==> src/rtl/pdc_params.svh <==
`ifndef PDC_PARAMS_SVH
`define PDC_PARAMS_SVH

// Register offsets reached through the address register.
`define PDC_OFS_READ_MASK    8'h04
`define PDC_OFS_BLINK_MASK   8'h05
`define PDC_OFS_CONTROL      8'h06
`define PDC_OFS_READBACK     8'h07

// Command select line codes.
`define PDC_SEL_ADDRESS      2'h0
`define PDC_SEL_CONTROL      2'h2

// Control register field positions.
`define PDC_CTL_MUX5         7
`define PDC_CTL_RAM_EN       6
`define PDC_CTL_RATE_HI      5
`define PDC_CTL_RATE_LO      4
`define PDC_CTL_OV1_BLINK    3
`define PDC_CTL_OV0_BLINK    2
`define PDC_CTL_OV1_SHOW     1
`define PDC_CTL_OV0_SHOW     0

// Readback register field positions.
`define PDC_RB_LOW_NIBBLE    3
`define PDC_RB_BLUE          2
`define PDC_RB_GREEN         1
`define PDC_RB_RED           0

// Reset values.
`define PDC_CONTROL_RESET    8'h43
`define PDC_READ_MASK_RESET  8'hff
`define PDC_BLINK_MASK_RESET 8'h00
`define PDC_READBACK_RESET   4'h0

// Blink timing in frames at the nominal 60 Hz refresh.
`define PDC_FRAMES_0512MS    7'h20
`define PDC_FRAMES_1024MS    7'h40
`define PDC_FRAMES_2048MS    8'h80
`define PDC_FRAMES_1024_ON75 7'h30
`endif

==> src/rtl/pdc_pkg.sv <==
package pdc_pkg;
  // One lookup request handed to the palette stage.
  typedef struct packed {
    logic       use_palette;
    logic [1:0] overlay;
    logic [7:0] index;
  } pdc_lookup_t;

  typedef struct packed {
    logic [7:0] red;
    logic [7:0] green;
    logic [7:0] blue;
  } pdc_rgb_t;

  typedef logic [4:0][7:0] pdc_pixels_t;
  typedef logic [4:0][1:0] pdc_overlays_t;
  typedef pdc_lookup_t [4:0] pdc_lookups_t;

  // Host access sequencer, one-hot.
  typedef enum logic [2:0] {
    PDC_IDLE  = 3'b001,
    PDC_WRITE = 3'b010,
    PDC_READ  = 3'b100
  } pdc_state_t;
endpackage

==> src/rtl/pdc_blink.sv <==
`timescale 1ns/100ps
`include "pdc_params.svh"
module pdc_blink (
  input  wire logic       i_clk,
  input  wire logic       i_rst_n,
  input  wire logic       i_frame,
  input  wire logic [1:0] i_rate,
  output logic            o_blink_on
);
  import pdc_pkg::*;

  logic [7:0] count_q;
  logic [7:0] period;
  logic [7:0]  on_len;
  logic [15:0] rate_pair;

  // Frame counts for each rate code; 00 is the only uneven duty.
  function automatic logic [15:0] rate_frames(input logic [1:0] rate);
    case (rate)
      2'h0:    rate_frames = {1'b0, `PDC_FRAMES_1024MS, 1'b0, `PDC_FRAMES_1024_ON75};
      2'h1:    rate_frames = {1'b0, `PDC_FRAMES_0512MS, 1'b0, 7'(`PDC_FRAMES_0512MS >> 1)};
      2'h2:    rate_frames = {1'b0, `PDC_FRAMES_1024MS, 1'b0, 7'(`PDC_FRAMES_1024MS >> 1)};
      default: rate_frames = {`PDC_FRAMES_2048MS, 1'b0, `PDC_FRAMES_1024MS};
    endcase
  endfunction

  // The function result is held in a net first, since a call cannot be part-selected.
  assign rate_pair = rate_frames(i_rate);
  assign period    = rate_pair[15:8];
  assign on_len    = rate_pair[7:0];

  // Counting frames rather than clocks makes the period follow the refresh rate.
  always_ff @(posedge i_clk or negedge i_rst_n) begin
    if (!i_rst_n) begin
      count_q <= 8'h00;
    end else if (i_frame) begin
      if (count_q >= period - 8'h01) begin
        count_q <= 8'h00;
      end else begin
        count_q <= count_q + 8'h01;
      end
    end
  end

  // A rate change mid-cycle just wraps early; the glitch lasts one blink at most.
  always_ff @(posedge i_clk or negedge i_rst_n) begin
    if (!i_rst_n) begin
      o_blink_on <= 1'b1;
    end else begin
      o_blink_on <= (count_q < on_len);
    end
  end
endmodule

==> src/rtl/pdc_core.sv <==
`timescale 1ns/100ps
`include "pdc_params.svh"
module pdc_core (
  input  wire logic                   i_clk,
  input  wire logic                   i_rstn,
  // Host register port.
  input  wire logic                   i_cs_n,
  input  wire logic [1:0]             i_command_select_lines,
  input  wire logic                   i_host_read_not_write,
  input  wire logic [7:0]             i_host_data_byte,
  output logic      [7:0]             o_host_data_byte,
  output logic                        o_host_data_oe,
  // Pixel side.
  input  wire logic                   i_load,
  input  wire logic                   i_frame,
  input  wire pdc_pkg::pdc_pixels_t   i_pixels,
  input  wire pdc_pkg::pdc_overlays_t i_overlays,
  input  wire pdc_pkg::pdc_rgb_t      i_converter_rgb,
  output pdc_pkg::pdc_lookups_t       o_lookups,
  output logic      [4:0]             o_slot_valid
);
  import pdc_pkg::*;

  ////////////////////////////////////////////////////////////////////////////////
  // Reset release.

  logic       rst_meta_q;
  logic       rst_n;
  logic       blink_on;
  pdc_state_t state_q;
  logic [7:0] address_q;
  logic [7:0] display_control_q;
  logic [7:0] pixel_read_mask_q;
  logic [7:0] pixel_blink_mask_q;
  logic [3:0] converter_readback_q;
  logic       req_rd;
  logic       req_wr;
  logic [7:0] rd_value;

  // Assert at once, release two edges later so all state leaves reset together.
  always_ff @(posedge i_clk or negedge i_rstn) begin
    if (!i_rstn) begin
      rst_meta_q <= 1'b0;
      rst_n      <= 1'b0;
    end else begin
      rst_meta_q <= 1'b1;
      rst_n      <= rst_meta_q;
    end
  end

  ////////////////////////////////////////////////////////////////////////////////
  // Helper functions.

  // Nibble of the converter data seen through the readback controls.
  function automatic logic [3:0] readback_nibble(input logic [3:0] ctl, input pdc_rgb_t rgb);
    logic [7:0] color;
    color = 8'h00;
    case (ctl[2:0])
      3'b001:  color = rgb.red;
      3'b010:  color = rgb.green;
      3'b100:  color = rgb.blue;
      default: color = 8'h00; // Undefined combinations read as zero.
    endcase
    readback_nibble = ctl[`PDC_RB_LOW_NIBBLE] ? color[3:0] : color[7:4];
  endfunction

  // Build one lookup request from a pixel slot.
  function automatic pdc_lookup_t slot_lookup(input logic [7:0] pix, input logic [1:0] ov,
                                              input logic [7:0] ctl, input logic [7:0] rmask,
                                              input logic [7:0] bmask, input logic on);
    pdc_lookup_t r;
    logic [1:0]  ovm;
    r = '0;
    // Planes enabled for blinking drop to zero during the off phase.
    r.index = pix & rmask & ~(bmask & {8{~on}});
    ovm[1] = ov[1] & ctl[`PDC_CTL_OV1_SHOW] & ~(ctl[`PDC_CTL_OV1_BLINK] & ~on);
    ovm[0] = ov[0] & ctl[`PDC_CTL_OV0_SHOW] & ~(ctl[`PDC_CTL_OV0_BLINK] & ~on);
    r.overlay = ovm;
    r.use_palette = (ovm == 2'h0) & ctl[`PDC_CTL_RAM_EN];
    slot_lookup = r;
  endfunction

  ////////////////////////////////////////////////////////////////////////////////
  // Host access sequencer.

  // One access per chip select low period; the strobe must go high between accesses.
  assign req_wr = (state_q == PDC_IDLE) && !i_cs_n && !i_host_read_not_write;
  assign req_rd = (state_q == PDC_IDLE) && !i_cs_n && i_host_read_not_write;

  always_ff @(posedge i_clk or negedge rst_n) begin
    if (!rst_n) begin
      state_q <= PDC_IDLE;
    end else begin
      case (state_q)
        PDC_IDLE: begin
          if (req_wr) begin
            state_q <= PDC_WRITE;
          end else if (req_rd) begin
            state_q <= PDC_READ;
          end
        end
        PDC_WRITE, PDC_READ: begin
          if (i_cs_n) begin
            state_q <= PDC_IDLE;
          end
        end
        default: state_q <= PDC_IDLE;
      endcase
    end
  end

  // Value returned for a read, chosen by select lines and address.
  always_comb begin
    rd_value = 8'h00;
    if (i_command_select_lines == `PDC_SEL_ADDRESS) begin
      rd_value = address_q;
    end else if (i_command_select_lines == `PDC_SEL_CONTROL) begin
      case (address_q)
        `PDC_OFS_READ_MASK:  rd_value = pixel_read_mask_q;
        `PDC_OFS_BLINK_MASK: rd_value = pixel_blink_mask_q;
        `PDC_OFS_CONTROL:    rd_value = display_control_q;
        `PDC_OFS_READBACK:   rd_value = {readback_nibble(converter_readback_q, i_converter_rgb),
                                         converter_readback_q};
        default:             rd_value = 8'h00;
      endcase
    end
  end

  // Read data is captured at the request and held while chip select stays low.
  always_ff @(posedge i_clk or negedge rst_n) begin
    if (!rst_n) begin
      o_host_data_byte <= 8'h00;
      o_host_data_oe   <= 1'b0;
    end else begin
      if (req_rd) begin
        o_host_data_byte <= rd_value;
      end
      o_host_data_oe <= req_rd || (state_q == PDC_READ && !i_cs_n);
    end
  end

  ////////////////////////////////////////////////////////////////////////////////
  // Registers.

  always_ff @(posedge i_clk or negedge rst_n) begin
    if (!rst_n) begin
      address_q <= 8'h00;
    end else if (req_wr && i_command_select_lines == `PDC_SEL_ADDRESS) begin
      address_q <= i_host_data_byte;
    end
  end

  // Control writes land through the address register like the masks.
  always_ff @(posedge i_clk or negedge rst_n) begin
    if (!rst_n) begin
      display_control_q    <= `PDC_CONTROL_RESET;
      pixel_read_mask_q    <= `PDC_READ_MASK_RESET;
      pixel_blink_mask_q   <= `PDC_BLINK_MASK_RESET;
      converter_readback_q <= `PDC_READBACK_RESET;
    end else if (req_wr && i_command_select_lines == `PDC_SEL_CONTROL) begin
      case (address_q)
        `PDC_OFS_READ_MASK:  pixel_read_mask_q    <= i_host_data_byte;
        `PDC_OFS_BLINK_MASK: pixel_blink_mask_q   <= i_host_data_byte;
        `PDC_OFS_CONTROL:    display_control_q    <= i_host_data_byte;
        `PDC_OFS_READBACK:   converter_readback_q <= i_host_data_byte[3:0];
        default:             converter_readback_q <= converter_readback_q;
      endcase
    end
  end

  ////////////////////////////////////////////////////////////////////////////////
  // Blink clock and pixel path.

  pdc_blink u_blink (
    .i_clk      (i_clk),
    .i_rst_n    (rst_n),
    .i_frame    (i_frame),
    .i_rate     (display_control_q[`PDC_CTL_RATE_HI:`PDC_CTL_RATE_LO]),
    .o_blink_on (blink_on)
  );

  // Slot five only carries data in five-to-one mode; the card leaves it grounded.
  always_ff @(posedge i_clk or negedge rst_n) begin
    if (!rst_n) begin
      o_slot_valid <= 5'h0f;
    end else begin
      o_slot_valid <= {display_control_q[`PDC_CTL_MUX5], 4'hf};
    end
  end

  // Slots 0 to 3 are masked the same way at the load strobe; slot 4 is zeroed unless in five-to-one mode.
  always_ff @(posedge i_clk or negedge rst_n) begin
    if (!rst_n) begin
      o_lookups <= '0;
    end else if (i_load) begin
      for (int s = 0; s < 5; s++) begin
        if (s == 4 && !display_control_q[`PDC_CTL_MUX5]) begin
          o_lookups[s] <= '0;
        end else begin
          o_lookups[s] <= slot_lookup(i_pixels[s], i_overlays[s], display_control_q,
                                      pixel_read_mask_q, pixel_blink_mask_q,
                                      blink_on);
        end
      end
    end
  end
endmodule

==> config.mk <==
export PLATFORM = sky130hd
export DESIGN_NAME = pdc_core
export DESIGN_NICKNAME = d
export VERILOG_FILES = /design/src/rtl/pdc_pkg.sv /design/src/rtl/pdc_blink.sv /design/src/rtl/pdc_core.sv
export VERILOG_INCLUDE_DIRS = /design/src /design/src/rtl
export SDC_FILE = /design/constraint.sdc
export NUM_CORES = 1
export LEC_CHECK = 0
export BUFFER_PORTS_ARGS = -buffer_cell sky130_fd_sc_hd__buf_2
export CAP_MARGIN = 20
export CORE_UTILIZATION = 56
export CTS_CLUSTER_SIZE = 25
export DETAILED_ROUTE_END_ITERATION = 16
export HOLD_SLACK_MARGIN = 0.05
export PLACE_DENSITY = 0.86
export SLEW_MARGIN = 40
export SYNTH_ARGS = -nofsm -noshare
export SYNTH_HDL_FRONTEND = slang
export SYNTH_SLANG_ARGS = --single-unit
==> constraint.sdc <==
create_clock -name i_clk -period 8.4 [get_ports i_clk]
set_input_delay 1.26 -clock i_clk [delete_from_list [all_inputs] [get_ports i_clk]]
set_output_delay 1.26 -clock i_clk [all_outputs]
set_load 0.02 [all_outputs]
==> flow_summary_export.csv, run 1 <==
group,metric,value,unit
detailed_routing,dr.pass1.iters,5,
cells_and_area,drive_gt1_share,34.8,%
detailed_routing,routed_wirelength,14500,um
cells_and_area,nets,777,
worst_setup_path,setup.worst_path.end_class,"flip-flop",
timing,timing.final.crit_share,28.9,%
cells_and_area,n_antenna_cell,0,
placed_design,hpwl,9510,um
placed_design,place.gp.congestion,0.858,
clock_tree,cts_resized,0,
global_route,grt_use_total,29.6,%
logic_synthesis,synth_area_leader_cell,"dfrtp_1",
clock_tree,path_clk_slew,0.06,ns
clock_tree,post-cts-setup-buffers,0,
clock_tree,cts.hold.buffers_added,0,
cells_and_area,postLayoutCoreUtil,74.0,%
power_and_ir_drop,power.density,249,nW/um^2
global_route,grt_pass1_vias,4712,
power_and_ir_drop,swShare,28.9,%
timing,drv_slew,0,
logic_synthesis,syn_inst,532,
worst_setup_path,cp.required,8.84,ns
logic_synthesis,yosys_warnings,0,
power_and_ir_drop,clkPwrFrac,43.1,%
cells_and_area,area_growth,26.9,%
timing,worst_slew_pin_slew,0.760,ns
outcome,outcome,"complete, no violations",
global_route,grt_pass1_wl,22800,um
logic_synthesis,yosysSeqAreaShare,53.5,%
global_route,gr-usage-met1,34.9,%
logic_synthesis,yosys.area.top_type_share,47.2,%
cells_and_area,final_cells,824,
detailed_routing,via_per_inst,5.79,
worst_setup_path,critPathMaxStageDelay,0.56,ns
power_and_ir_drop,ir_worst_vdd,0.150,mV
detailed_routing,num_vias,4774,
worst_setup_path,crit_chain,"buf_2 -> nand2b_1 -> nor4_4 -> nand2_4 -> or3_1 -> mux2_4",
detailed_routing,wl_per_cell,17.6,um
logic_synthesis,netlist_top_cells_area,"dfrtp_1, inv_1, dfstp_2",
logic_synthesis,synth_edf_count,0,
timing,grt_setup_unrepaired,"no",
logic_synthesis,syn_avg_cell_area,10.2,sq um
worst_setup_path,worstPathArrival,2.87,ns
detailed_routing,final_antenna_net_count,0,
timing,maxSlewHeadroom,49.2,%
timing,hold_viol,0,
clock_tree,cts_buffers,17,
power_and_ir_drop,p_leak,3.41,nW
power_and_ir_drop,pwr-share-comb,15.7,%
timing,finalSetupViolCount,0,
worst_setup_path,crit_path_top_delay_cell,"or3_1",
timing,period_minus_slack,2.43,ns
floorplanning,io-pin-count,159,
power_and_ir_drop,power.share.sequential,41.2,%
floorplanning,initial_core_util,58.3,%
timing,setup_tns,0,ns
timing,fmax,411,MHz
placed_design,io_buffers,154,
power_and_ir_drop,internal-power,1.22,mW
clock_tree,cts_root_buf,"clkbuf_8",
worst_setup_path,worstPathMaxFanout,8,
floorplanning,row_count,35,
floorplanning,core,9280,sq um
clock_tree,insertion_delay,0.52,ns
global_route,grt_use_met2,49.7,%
clock_tree,cts_sinks,115,
timing,fin_skew,0.00793,ns
floorplanning,die_w,100,um
clock_tree,clk_path_buf_depth,2,
clock_tree,cts_tree,"done",
global_route,grtUsageMet3,8.01,%
worst_setup_path,worstSetupStartpointType,"input port",
floorplanning,die_area,10100,sq um
detailed_routing,drt_iter0_markers,341,
logic_synthesis,synth_async_sr_flop_share,100,%
detailed_routing,drc,0,
min_path,hp-class,"reg2async",
cells_and_area,layout_common_cells,"buf_2, dfrtp_1, inv_1",
clock_tree,htreeDepth,4,
global_route,grt_max_degree,75,
logic_synthesis,netlist_area,5410,sq um
placed_design,place_inst,792,
power_and_ir_drop,p_switching,0.495,mW
global_route,antenna_found_initial,0,
worst_setup_path,path_class,"in2reg",
cells_and_area,final_common_cell,"buf_2",
cells_and_area,final_area,6870,sq um
logic_synthesis,synth_cell_types,51,
placed_design,dpl_cell_area,6240,sq um
global_route,grt.busiest_layer,"met2",
logic_synthesis,ys_seq_elements,115,
flow_run,drv_cap,0,
logic_synthesis,synth_ff_type,"dfrtp_1",
global_route,grt_overflow,0,
power_and_ir_drop,power,1.71,mW
floorplanning,die-height,100,um
==> stage by stage <==
step,worst slack [ns],hold slack [ns]
after global placement,5.50,0.319
after detailed placement,5.46,0.327
after floorplan,4.98,0.331
after CTS,5.99,0.338
final,5.97,0.320
after global routing,5.92,0.372
==> cells in the mapped netlist, drive strengths merged, types with 2 or more instances <==
master / number
buf: 9
nor3: 4
a21oi: 7
nand2b: 3
nand4: 2
a21boi: 2
a211oi: 2
a22oi: 7
o211ai: 13
dfstp: 13
o21ai: 35
and3: 2
o2bb2ai: 4
a31oi: 8
mux4: 4
nor4: 2
nor2b: 7
nor2: 16
a221o: 4
o22ai: 44
o31ai: 2
clkbuf: 20
mux2: 30
ha: 5
nand2: 41
mux2i: 5
nand3: 21
nor3b: 2
inv: 100
a221oi: 4
dfrtp: 102
==> flip-flops by register name, summed over array words and instances, names as in the netlist <==
name / count
o_slot_valid: 1
converter_readback_q: 4
state_q: 3
u_blink.o_blink_on: 1
address_q: 8
rst_n: 1
o_lookups: 55
u_blink.count_q: 8
display_control_q: 8
pixel_blink_mask_q: 8
o_host_data_oe: 1
o_host_data_byte: 8
rst_meta_q: 1
pixel_read_mask_q: 8
==> layout make-up <==
| cell class | instances | area, sq um |
|---|---|---|
| clock inverters | 13 | 174 |
| inverters | 100 | 375 |
| fillers | 614 | 2420 |
| multi-input cells | 292 | 2030 |
| repair buffers | 156 | 790 |
| clock buffers | 19 | 442 |
| well taps | 129 | 161 |
| flip-flops and latches | 115 | 2900 |
==> worst paths after layout <==
kind,endpoint,startpoint,slack (ns),cells past startpoint
hold reg to reg,o_host_data_oe,rst_n,0.32,0
max in group asynchronous,o_lookups[21],rst_n,7.06,1
setup / recovery,pixel_read_mask_q[2],i_host_read_not_write,5.97,6
setup reg to reg,pixel_read_mask_q[2],address_q[3],6.06,5
min in group i_clk,rst_n,rst_meta_q,0.37,0
hold / removal,o_host_data_oe,rst_n,0.32,0
==> power groups by stage <==
stage,registers [mW],logic [mW],clock network (mW)
floorplan,0.712,0.161,0
global placement,0.705,0.253,0
detailed placement,0.708,0.261,0
CTS,0.702,0.266,0.745
global route,0.714,0.291,0.769
finish,0.705,0.268,0.738
==> layer usage <==
layer,wire length (um),up-vias
met5,0,-
met4,478,0
met3,1130,54
met2,7210,276
met1,5660,2314
li1,-,2130
==> critical path: cells and delay by family <==
family	cells	cell delay [ns]
buffers and inverters	1	0.11
AND/OR/NAND/NOR	4	1.12
multiplexers	1	0.38
==> kinds of logic after synthesis <==
logic type	count (synthesis)	share of synthesized area (%)
AO/OA/AOI/OAI	134	15.9
XOR/XNOR	2	0.324
adder cells (fa/ha/maj)	5	1.16
buffers and inverters	129	9.52
flip-flops	115	53.5
multiplexers	39	9.39
other	1	0.0693
AND/OR/NAND/NOR	107	10.2
No activity file was read; power rests on OpenSTA's default activity.
==> run 2: changes to the inputs <==
--- a/config.mk
+++ b/config.mk
@@ -8,11 +8,11 @@
 export LEC_CHECK = 0
 export BUFFER_PORTS_ARGS = -buffer_cell sky130_fd_sc_hd__buf_2
 export CAP_MARGIN = 20
-export CORE_UTILIZATION = 56
+export CORE_UTILIZATION = 52
 export CTS_CLUSTER_SIZE = 25
 export DETAILED_ROUTE_END_ITERATION = 16
 export HOLD_SLACK_MARGIN = 0.05
-export PLACE_DENSITY = 0.86
+export PLACE_DENSITY = 0.8
 export SLEW_MARGIN = 40
 export SYNTH_ARGS = -nofsm -noshare
 export SYNTH_HDL_FRONTEND = slang
==> constraint.sdc (replaced) <==
create_clock -name i_clk -period 2.3 [get_ports i_clk]
set_input_delay 0.345 -clock i_clk [delete_from_list [all_inputs] [get_ports i_clk]]
set_output_delay 0.345 -clock i_clk [all_outputs]
set_load 0.02 [all_outputs]
==> flow_summary_export.csv, run 2 (same netlist as run 1, synthesis figures left out) <==
group,metric,value,unit
timing,timing.final.crit_share,93.5,%
timing,fmax,465,MHz
placed_design,dpl_cell_area,6320,sq um
timing,worst_slew_pin_slew,0.591,ns
power_and_ir_drop,power.density,873,nW/um^2
detailed_routing,routed_wirelength,14100,um
clock_tree,cts_resized,0,
floorplanning,io-pin-count,159,
detailed_routing,final_antenna_net_count,0,
floorplanning,die_area,10800,sq um
cells_and_area,regArea,2900,sq um
floorplanning,row_count,36,
timing,fin_skew,0.00750,ns
detailed_routing,top_layer_used,"met4",
cells_and_area,final.fill_count,679,
clock_tree,cts_sinks,115,
cells_and_area,layout_common_cells,"buf_2, dfrtp_1, inv_1",
cells_and_area,drive_gt1_share,34.3,%
cells_and_area,multi_input_area,2020,sq um
placed_design,io_buffers,154,
clock_tree,cts_root_buf,"clkbuf_8",
min_path,hp-class,"in2reg",
detailed_routing,met2RoutedLength,7060,um
global_route,grt_overflow,0,
detailed_routing,drc,0,
cells_and_area,top_register,"o_lookups",
floorplanning,die-height,104,um
cells_and_area,final_area,7120,sq um
global_route,grt_use_total,27.7,%
worst_setup_path,setup.worst_path.end_class,"flip-flop",
timing,setup_tns,0,ns
global_route,grt_pass1_wl,23400,um
placed_design,place_ws,0.204,ns
worst_setup_path,path_class,"reg2reg",
floorplanning,core,9910,sq um
worst_setup_path,cp.required,2.75,ns
flow_run,drv_cap,0,
placed_design,place.gp.congestion,0.830,
placed_design,hpwl,9700,um
timing,finalSetupViolCount,0,
detailed_routing,drt_iter0_markers,422,
clock_tree,clk_path_buf_depth,2,
timing,period_minus_slack,2.15,ns
worst_setup_path,worstPathMaxFanout,8,
cells_and_area,largest_reg_flops,55,
worst_setup_path,worstPathArrival,2.61,ns
detailed_routing,wl_met3,752,um
timing,maxSlewHeadroom,60.4,%
power_and_ir_drop,p_leak,3.54,nW
detailed_routing,num_vias,4703,
global_route,antenna_found_initial,0,
worst_setup_path,worstSetupStartpointType,"flip-flop",
detailed_routing,via_per_inst,5.49,
timing,hold_viol,0,
detailed_routing,dr.pass1.iters,5,
clock_tree,cts_buffers,17,
clock_tree,path_clk_slew,0.06,ns
timing,drv_slew,0,
floorplanning,initial_core_util,54.6,%
global_route,grt_max_degree,106,
cells_and_area,nets,806,
timing,setup_ws,0.149,ns
cells_and_area,final_common_cell,"buf_2",
outcome,outcome,"complete, no violations",
detailed_routing,wl_met1,5970,um
cells_and_area,area_growth,31.5,%
global_route,grt_pass1_vias,4685,
clock_tree,insertion_delay,0.53,ns
cells_and_area,n_antenna_cell,0,
clock_tree,cts_tree,"done",
detailed_routing,wl_per_cell,16.5,um
clock_tree,htreeDepth,4,
floorplanning,die_w,104,um
power_and_ir_drop,ir_worst_vdd,0.503,mV
cells_and_area,postLayoutCoreUtil,71.8,%
timing,grt_setup_unrepaired,"no",
## run 2: cell types whose count changed in the layout (fill, tap and decap cells not counted), moves of 2 or more
cell           delta
dlygate4sd3_1    +20
buf_4             +9
clkinv_2          +3
clkinv_4          -3
inv_6             -3
clkbuf_1          +2
## run 2: worst paths after layout
| check | cells past startpoint | slack, ns | start | endpoint |
|---|---|---|---|---|
| worst max-delay path | 5 | 0.15 | state_q[0] | pixel_read_mask_q[0] |
| worst min-delay path | 3 | 0.06 | i_pixels[25] | o_lookups[34] |
| worst min register to register | 0 | 0.14 | rst_n | o_lookups[29] |
| max in group asynchronous | 1 | 1.38 | rst_n | pixel_read_mask_q[0] |
| min in group asynchronous | 0 | 0.14 | rst_n | o_lookups[29] |
| worst max register to register | 5 | 0.15 | state_q[0] | pixel_read_mask_q[0] |
## run 2: layout make-up
type	instances	area share (%)
Tap cell	133	2.34
Timing Repair Buffer	185	15.0
Multi-Input combinational cell	292	28.4
Inverter	100	5.28
Sequential cell	115	40.7
Clock buffer	22	6.51
Clock inverter	9	1.81
## run 2: where the power goes
group          switching [mW]  internal (mW)  leakage, nW
Clock                   0.881           1.72        0.287
Combinational           0.557          0.486         1.78
Sequential              0.285           2.28         1.47
## run 2: critical path, cell delays in order (launching register included)
cell	delay (ns)
dfstp_2	0.59
nand2b_1	0.12
nor4_4	0.31
nand2_4	0.11
or3_1	0.56
mux2_4	0.38
## run 2: layer usage
layer	vias up	GRT usage [%]
li1	2191	-
met1	2278	35.1
met2	197	45.9
met3	37	7.21
met4	0	9.90
met5	-	0
## run 2: timing repair
| item | in CTS | in global routing |
|---|---|---|
| endpoints found under the hold margin | 20 | 1 |
| hold buffers | 19 | 1 |
| setup endpoints to repair | 0 | 0 |
| setup buffers | 0 | 0 |
## run 2: through the flow
stage,power [mW],std cells,hold slack [ns]
2_1_floorplan,3.19,536,0.0494
3_3_place_gp,3.53,805,0.131
3_5_place_dp,3.59,805,0.132
4_1_cts,6.23,855,0.0516
5_1_grt,6.46,856,0.0569
6_report,6.21,856,0.0604
==> run 3: changes to the inputs <==
--- a/config.mk
+++ b/config.mk
@@ -16,4 +16,5 @@
 export SLEW_MARGIN = 40
 export SYNTH_ARGS = -nofsm -noshare
 export SYNTH_HDL_FRONTEND = slang
+export SYNTH_HIERARCHICAL = 1
 export SYNTH_SLANG_ARGS = --single-unit
==> constraint.sdc (replaced) <==
create_clock -name i_clk -period 2.4 [get_ports i_clk]
set_input_delay 0.36 -clock i_clk [delete_from_list [all_inputs] [get_ports i_clk]]
set_output_delay 0.36 -clock i_clk [all_outputs]
set_load 0.02 [all_outputs]
==> flow_summary_export.csv, run 3 <==
group,metric,value,unit
detailed_routing,via_per_inst,5.58,
min_path,hp-class,"in2reg",
detailed_routing,dr.pass1.iters,5,
logic_synthesis,syn_inst,530,
flow_run,drv_cap,0,
global_route,grt_pass1_wl,23200,um
cells_and_area,drive_gt1_share,35.5,%
detailed_routing,routed_wirelength,14000,um
power_and_ir_drop,swShare,28.9,%
clock_tree,cts_sinks,115,
clock_tree,insertion_delay,0.52,ns
timing,fin_skew,0.00691,ns
timing,period_minus_slack,2.15,ns
logic_synthesis,ys_seq_elements,115,
placed_design,place_ws,0.327,ns
worst_setup_path,worstSetupStartpointType,"flip-flop",
global_route,grt_pass1_vias,4659,
detailed_routing,drc,0,
power_and_ir_drop,power.density,885,nW/um^2
detailed_routing,met2RoutedLength,7180,um
power_and_ir_drop,ir_worst_vdd,0.609,mV
logic_synthesis,synth_area_leader_cell,"dfrtp_1",
timing,setup_ws,0.248,ns
timing,fmax,465,MHz
floorplanning,row_count,36,
detailed_routing,final_antenna_net_count,0,
global_route,antenna_found_initial,0,
floorplanning,initial_core_util,54.4,%
floorplanning,die_w,104,um
logic_synthesis,yosysMostFrequentCell,"dfrtp_1",
detailed_routing,wl_per_cell,16.8,um
clock_tree,post-cts-setup-buffers,0,
worst_setup_path,cp.required,2.84,ns
logic_synthesis,netlist_top_cells_area,"dfrtp_1, inv_1, dfstp_2",
timing,hold_viol,0,
detailed_routing,top_layer_used,"met4",
cells_and_area,area_growth,28.5,%
clock_tree,cts_root_buf,"clkbuf_8",
cells_and_area,layout_common_cells,"buf_2, dfrtp_1, inv_1",
logic_synthesis,synth_ff_type,"dfrtp_1",
logic_synthesis,synth_edf_count,0,
floorplanning,core,9950,sq um
timing,timing.final.crit_share,89.7,%
detailed_routing,wl_met1,5720,um
power_and_ir_drop,clkPwrFrac,43.3,%
timing,finalSetupViolCount,0,
detailed_routing,drt_iter0_markers,464,
outcome,outcome,"complete, no violations",
global_route,grt_overflow,0,
logic_synthesis,synth_cell_types,49,
floorplanning,io-pin-count,159,
worst_setup_path,worstPathArrival,2.59,ns
logic_synthesis,synth_async_sr_flop_share,100,%
clock_tree,cts_buffers,17,
cells_and_area,final.fill_count,717,
cells_and_area,nets,784,
logic_synthesis,syn_avg_cell_area,10.2,sq um
cells_and_area,top_register,"o_lookups",
placed_design,io_buffers,154,
floorplanning,die-height,104,um
timing,maxSlewHeadroom,48.0,%
worst_setup_path,setup.worst_path.end_class,"flip-flop",
clock_tree,path_clk_slew,0.06,ns
power_and_ir_drop,p_switching,1.78,mW
clock_tree,clk_path_buf_depth,2,
timing,worst_slew_pin_slew,0.779,ns
worst_setup_path,worstPathMaxFanout,8,
logic_synthesis,yosys.area.top_type_share,47.1,%
clock_tree,htreeDepth,4,
placed_design,place.gp.congestion,0.874,
power_and_ir_drop,internal-power,4.38,mW
power_and_ir_drop,p_leak,3.49,nW
global_route,grt_max_degree,48,
cells_and_area,n_antenna_cell,0,
power_and_ir_drop,pwr-share-comb,16.4,%
global_route,grt_use_total,27.1,%
logic_synthesis,ys_top_cells_by_count,"dfrtp_1, inv_1, o22ai_1",
cells_and_area,largest_reg_flops,55,
timing,drv_slew,0,
logic_synthesis,yosys_warnings,6,
timing,grt_setup_unrepaired,"no",
power_and_ir_drop,power.share.sequential,40.3,%
cells_and_area,final_common_cell,"buf_2",
detailed_routing,wl_met3,847,um
logic_synthesis,netlist_area,5420,sq um
clock_tree,cts_tree,"done",
placed_design,hpwl,9710,um
detailed_routing,num_vias,4657,
floorplanning,die_area,10800,sq um
logic_synthesis,yosysSeqAreaShare,53.4,%
timing,setup_tns,0,ns
clock_tree,cts_resized,0,
worst_setup_path,path_class,"reg2reg",
==> run 3: path summary, 6_finish.rpt <==
kind | slack, ns | start | cells past startpoint | to
max | 0.25 | address_q[3] | 5 | pixel_read_mask_q[3]
min | 0.07 | i_pixels[7] | 3 | o_lookups[7]
max reg2reg | 0.25 | address_q[3] | 5 | pixel_read_mask_q[3]
min reg2reg | 0.23 | rst_n | 0 | u_blink/count_q[0]
max in group asynchronous | 1.47 | rst_n | 1 | pixel_read_mask_q[4]
min in group asynchronous | 0.16 | i_rstn | 2 | rst_n
==> run 3: metal layers <==
layer,up-vias,global-route usage (%)
li1,2134,-
met1,2272,34.4
met2,222,46.5
met3,29,5.76
met4,0,8.78
met5,-,0
==> run 3: worst max-delay path: stages (launching register included) <==
cell and delay, ns:
dfrtp_1 0.40, nor4b_2 0.32, and4b_1 0.31, nand2_4 0.09, or3_1 0.55, mux2_4 0.40
==> run 3: repair_timing <==
| item | 4_1_cts | 5_1_grt |
|---|---|---|
| hold buffers | 1 | 0 |
| endpoints found under the setup margin | 0 | 0 |
| hold endpoints to repair | 2 | 0 |
==> run 3: layout make-up <==
type	count	area [sq um]	share of cell area (%)
tap	133	166	2.39
inverter	99	372	5.34
multi-input combinational	294	2040	29.3
clock inverter	14	201	2.89
timing repair buffer	162	858	12.3
clock buffer	18	428	6.15
sequential	115	2900	41.6
==> run 3: kinds of logic (layout without fill, tap and decap cells) <==
group	after synthesis	in the layout	share of synthesized area [%]
other	1	5	0.0692
XOR/XNOR	2	2	0.324
multiplexers	39	39	9.38
AND/OR/NAND/NOR	103	103	9.96
AO/OA/AOI/OAI	140	140	16.3
flip-flops	115	115	53.4
adder cells (fa/ha/maj)	5	5	1.16
buffers and inverters	125	293	9.36
==> run 3: through the flow <==
stage / power (mW) / std cells / hold WS (ns) / utilization, % / area [sq um]
after floorplan: 3.13 / 534 / 0.0644 / - / 5430
after global placement: 3.44 / 802 / 0.146 / 63.5 / 6320
after detailed placement: 3.50 / 802 / 0.147 / 63.5 / 6320
after CTS: 6.18 / 835 / 0.0536 / 69.9 / 6960
after global routing: 6.40 / 835 / 0.0647 / 69.9 / 6960
final: 6.16 / 835 / 0.0721 / 69.9 / 6960
==> run 3: power groups by stage <==
| stage | logic [mW] | registers (mW) | clock network (mW) |
|---|---|---|---|
| 2_1_floorplan | 0.629 | 2.50 | 0 |
| 3_3_place_gp | 0.966 | 2.48 | 0 |
| 3_5_place_dp | 0.996 | 2.50 | 0 |
| 4_1_cts | 1.01 | 2.47 | 2.69 |
| 5_1_grt | 1.11 | 2.52 | 2.78 |
| 6_report | 1.01 | 2.48 | 2.67 |
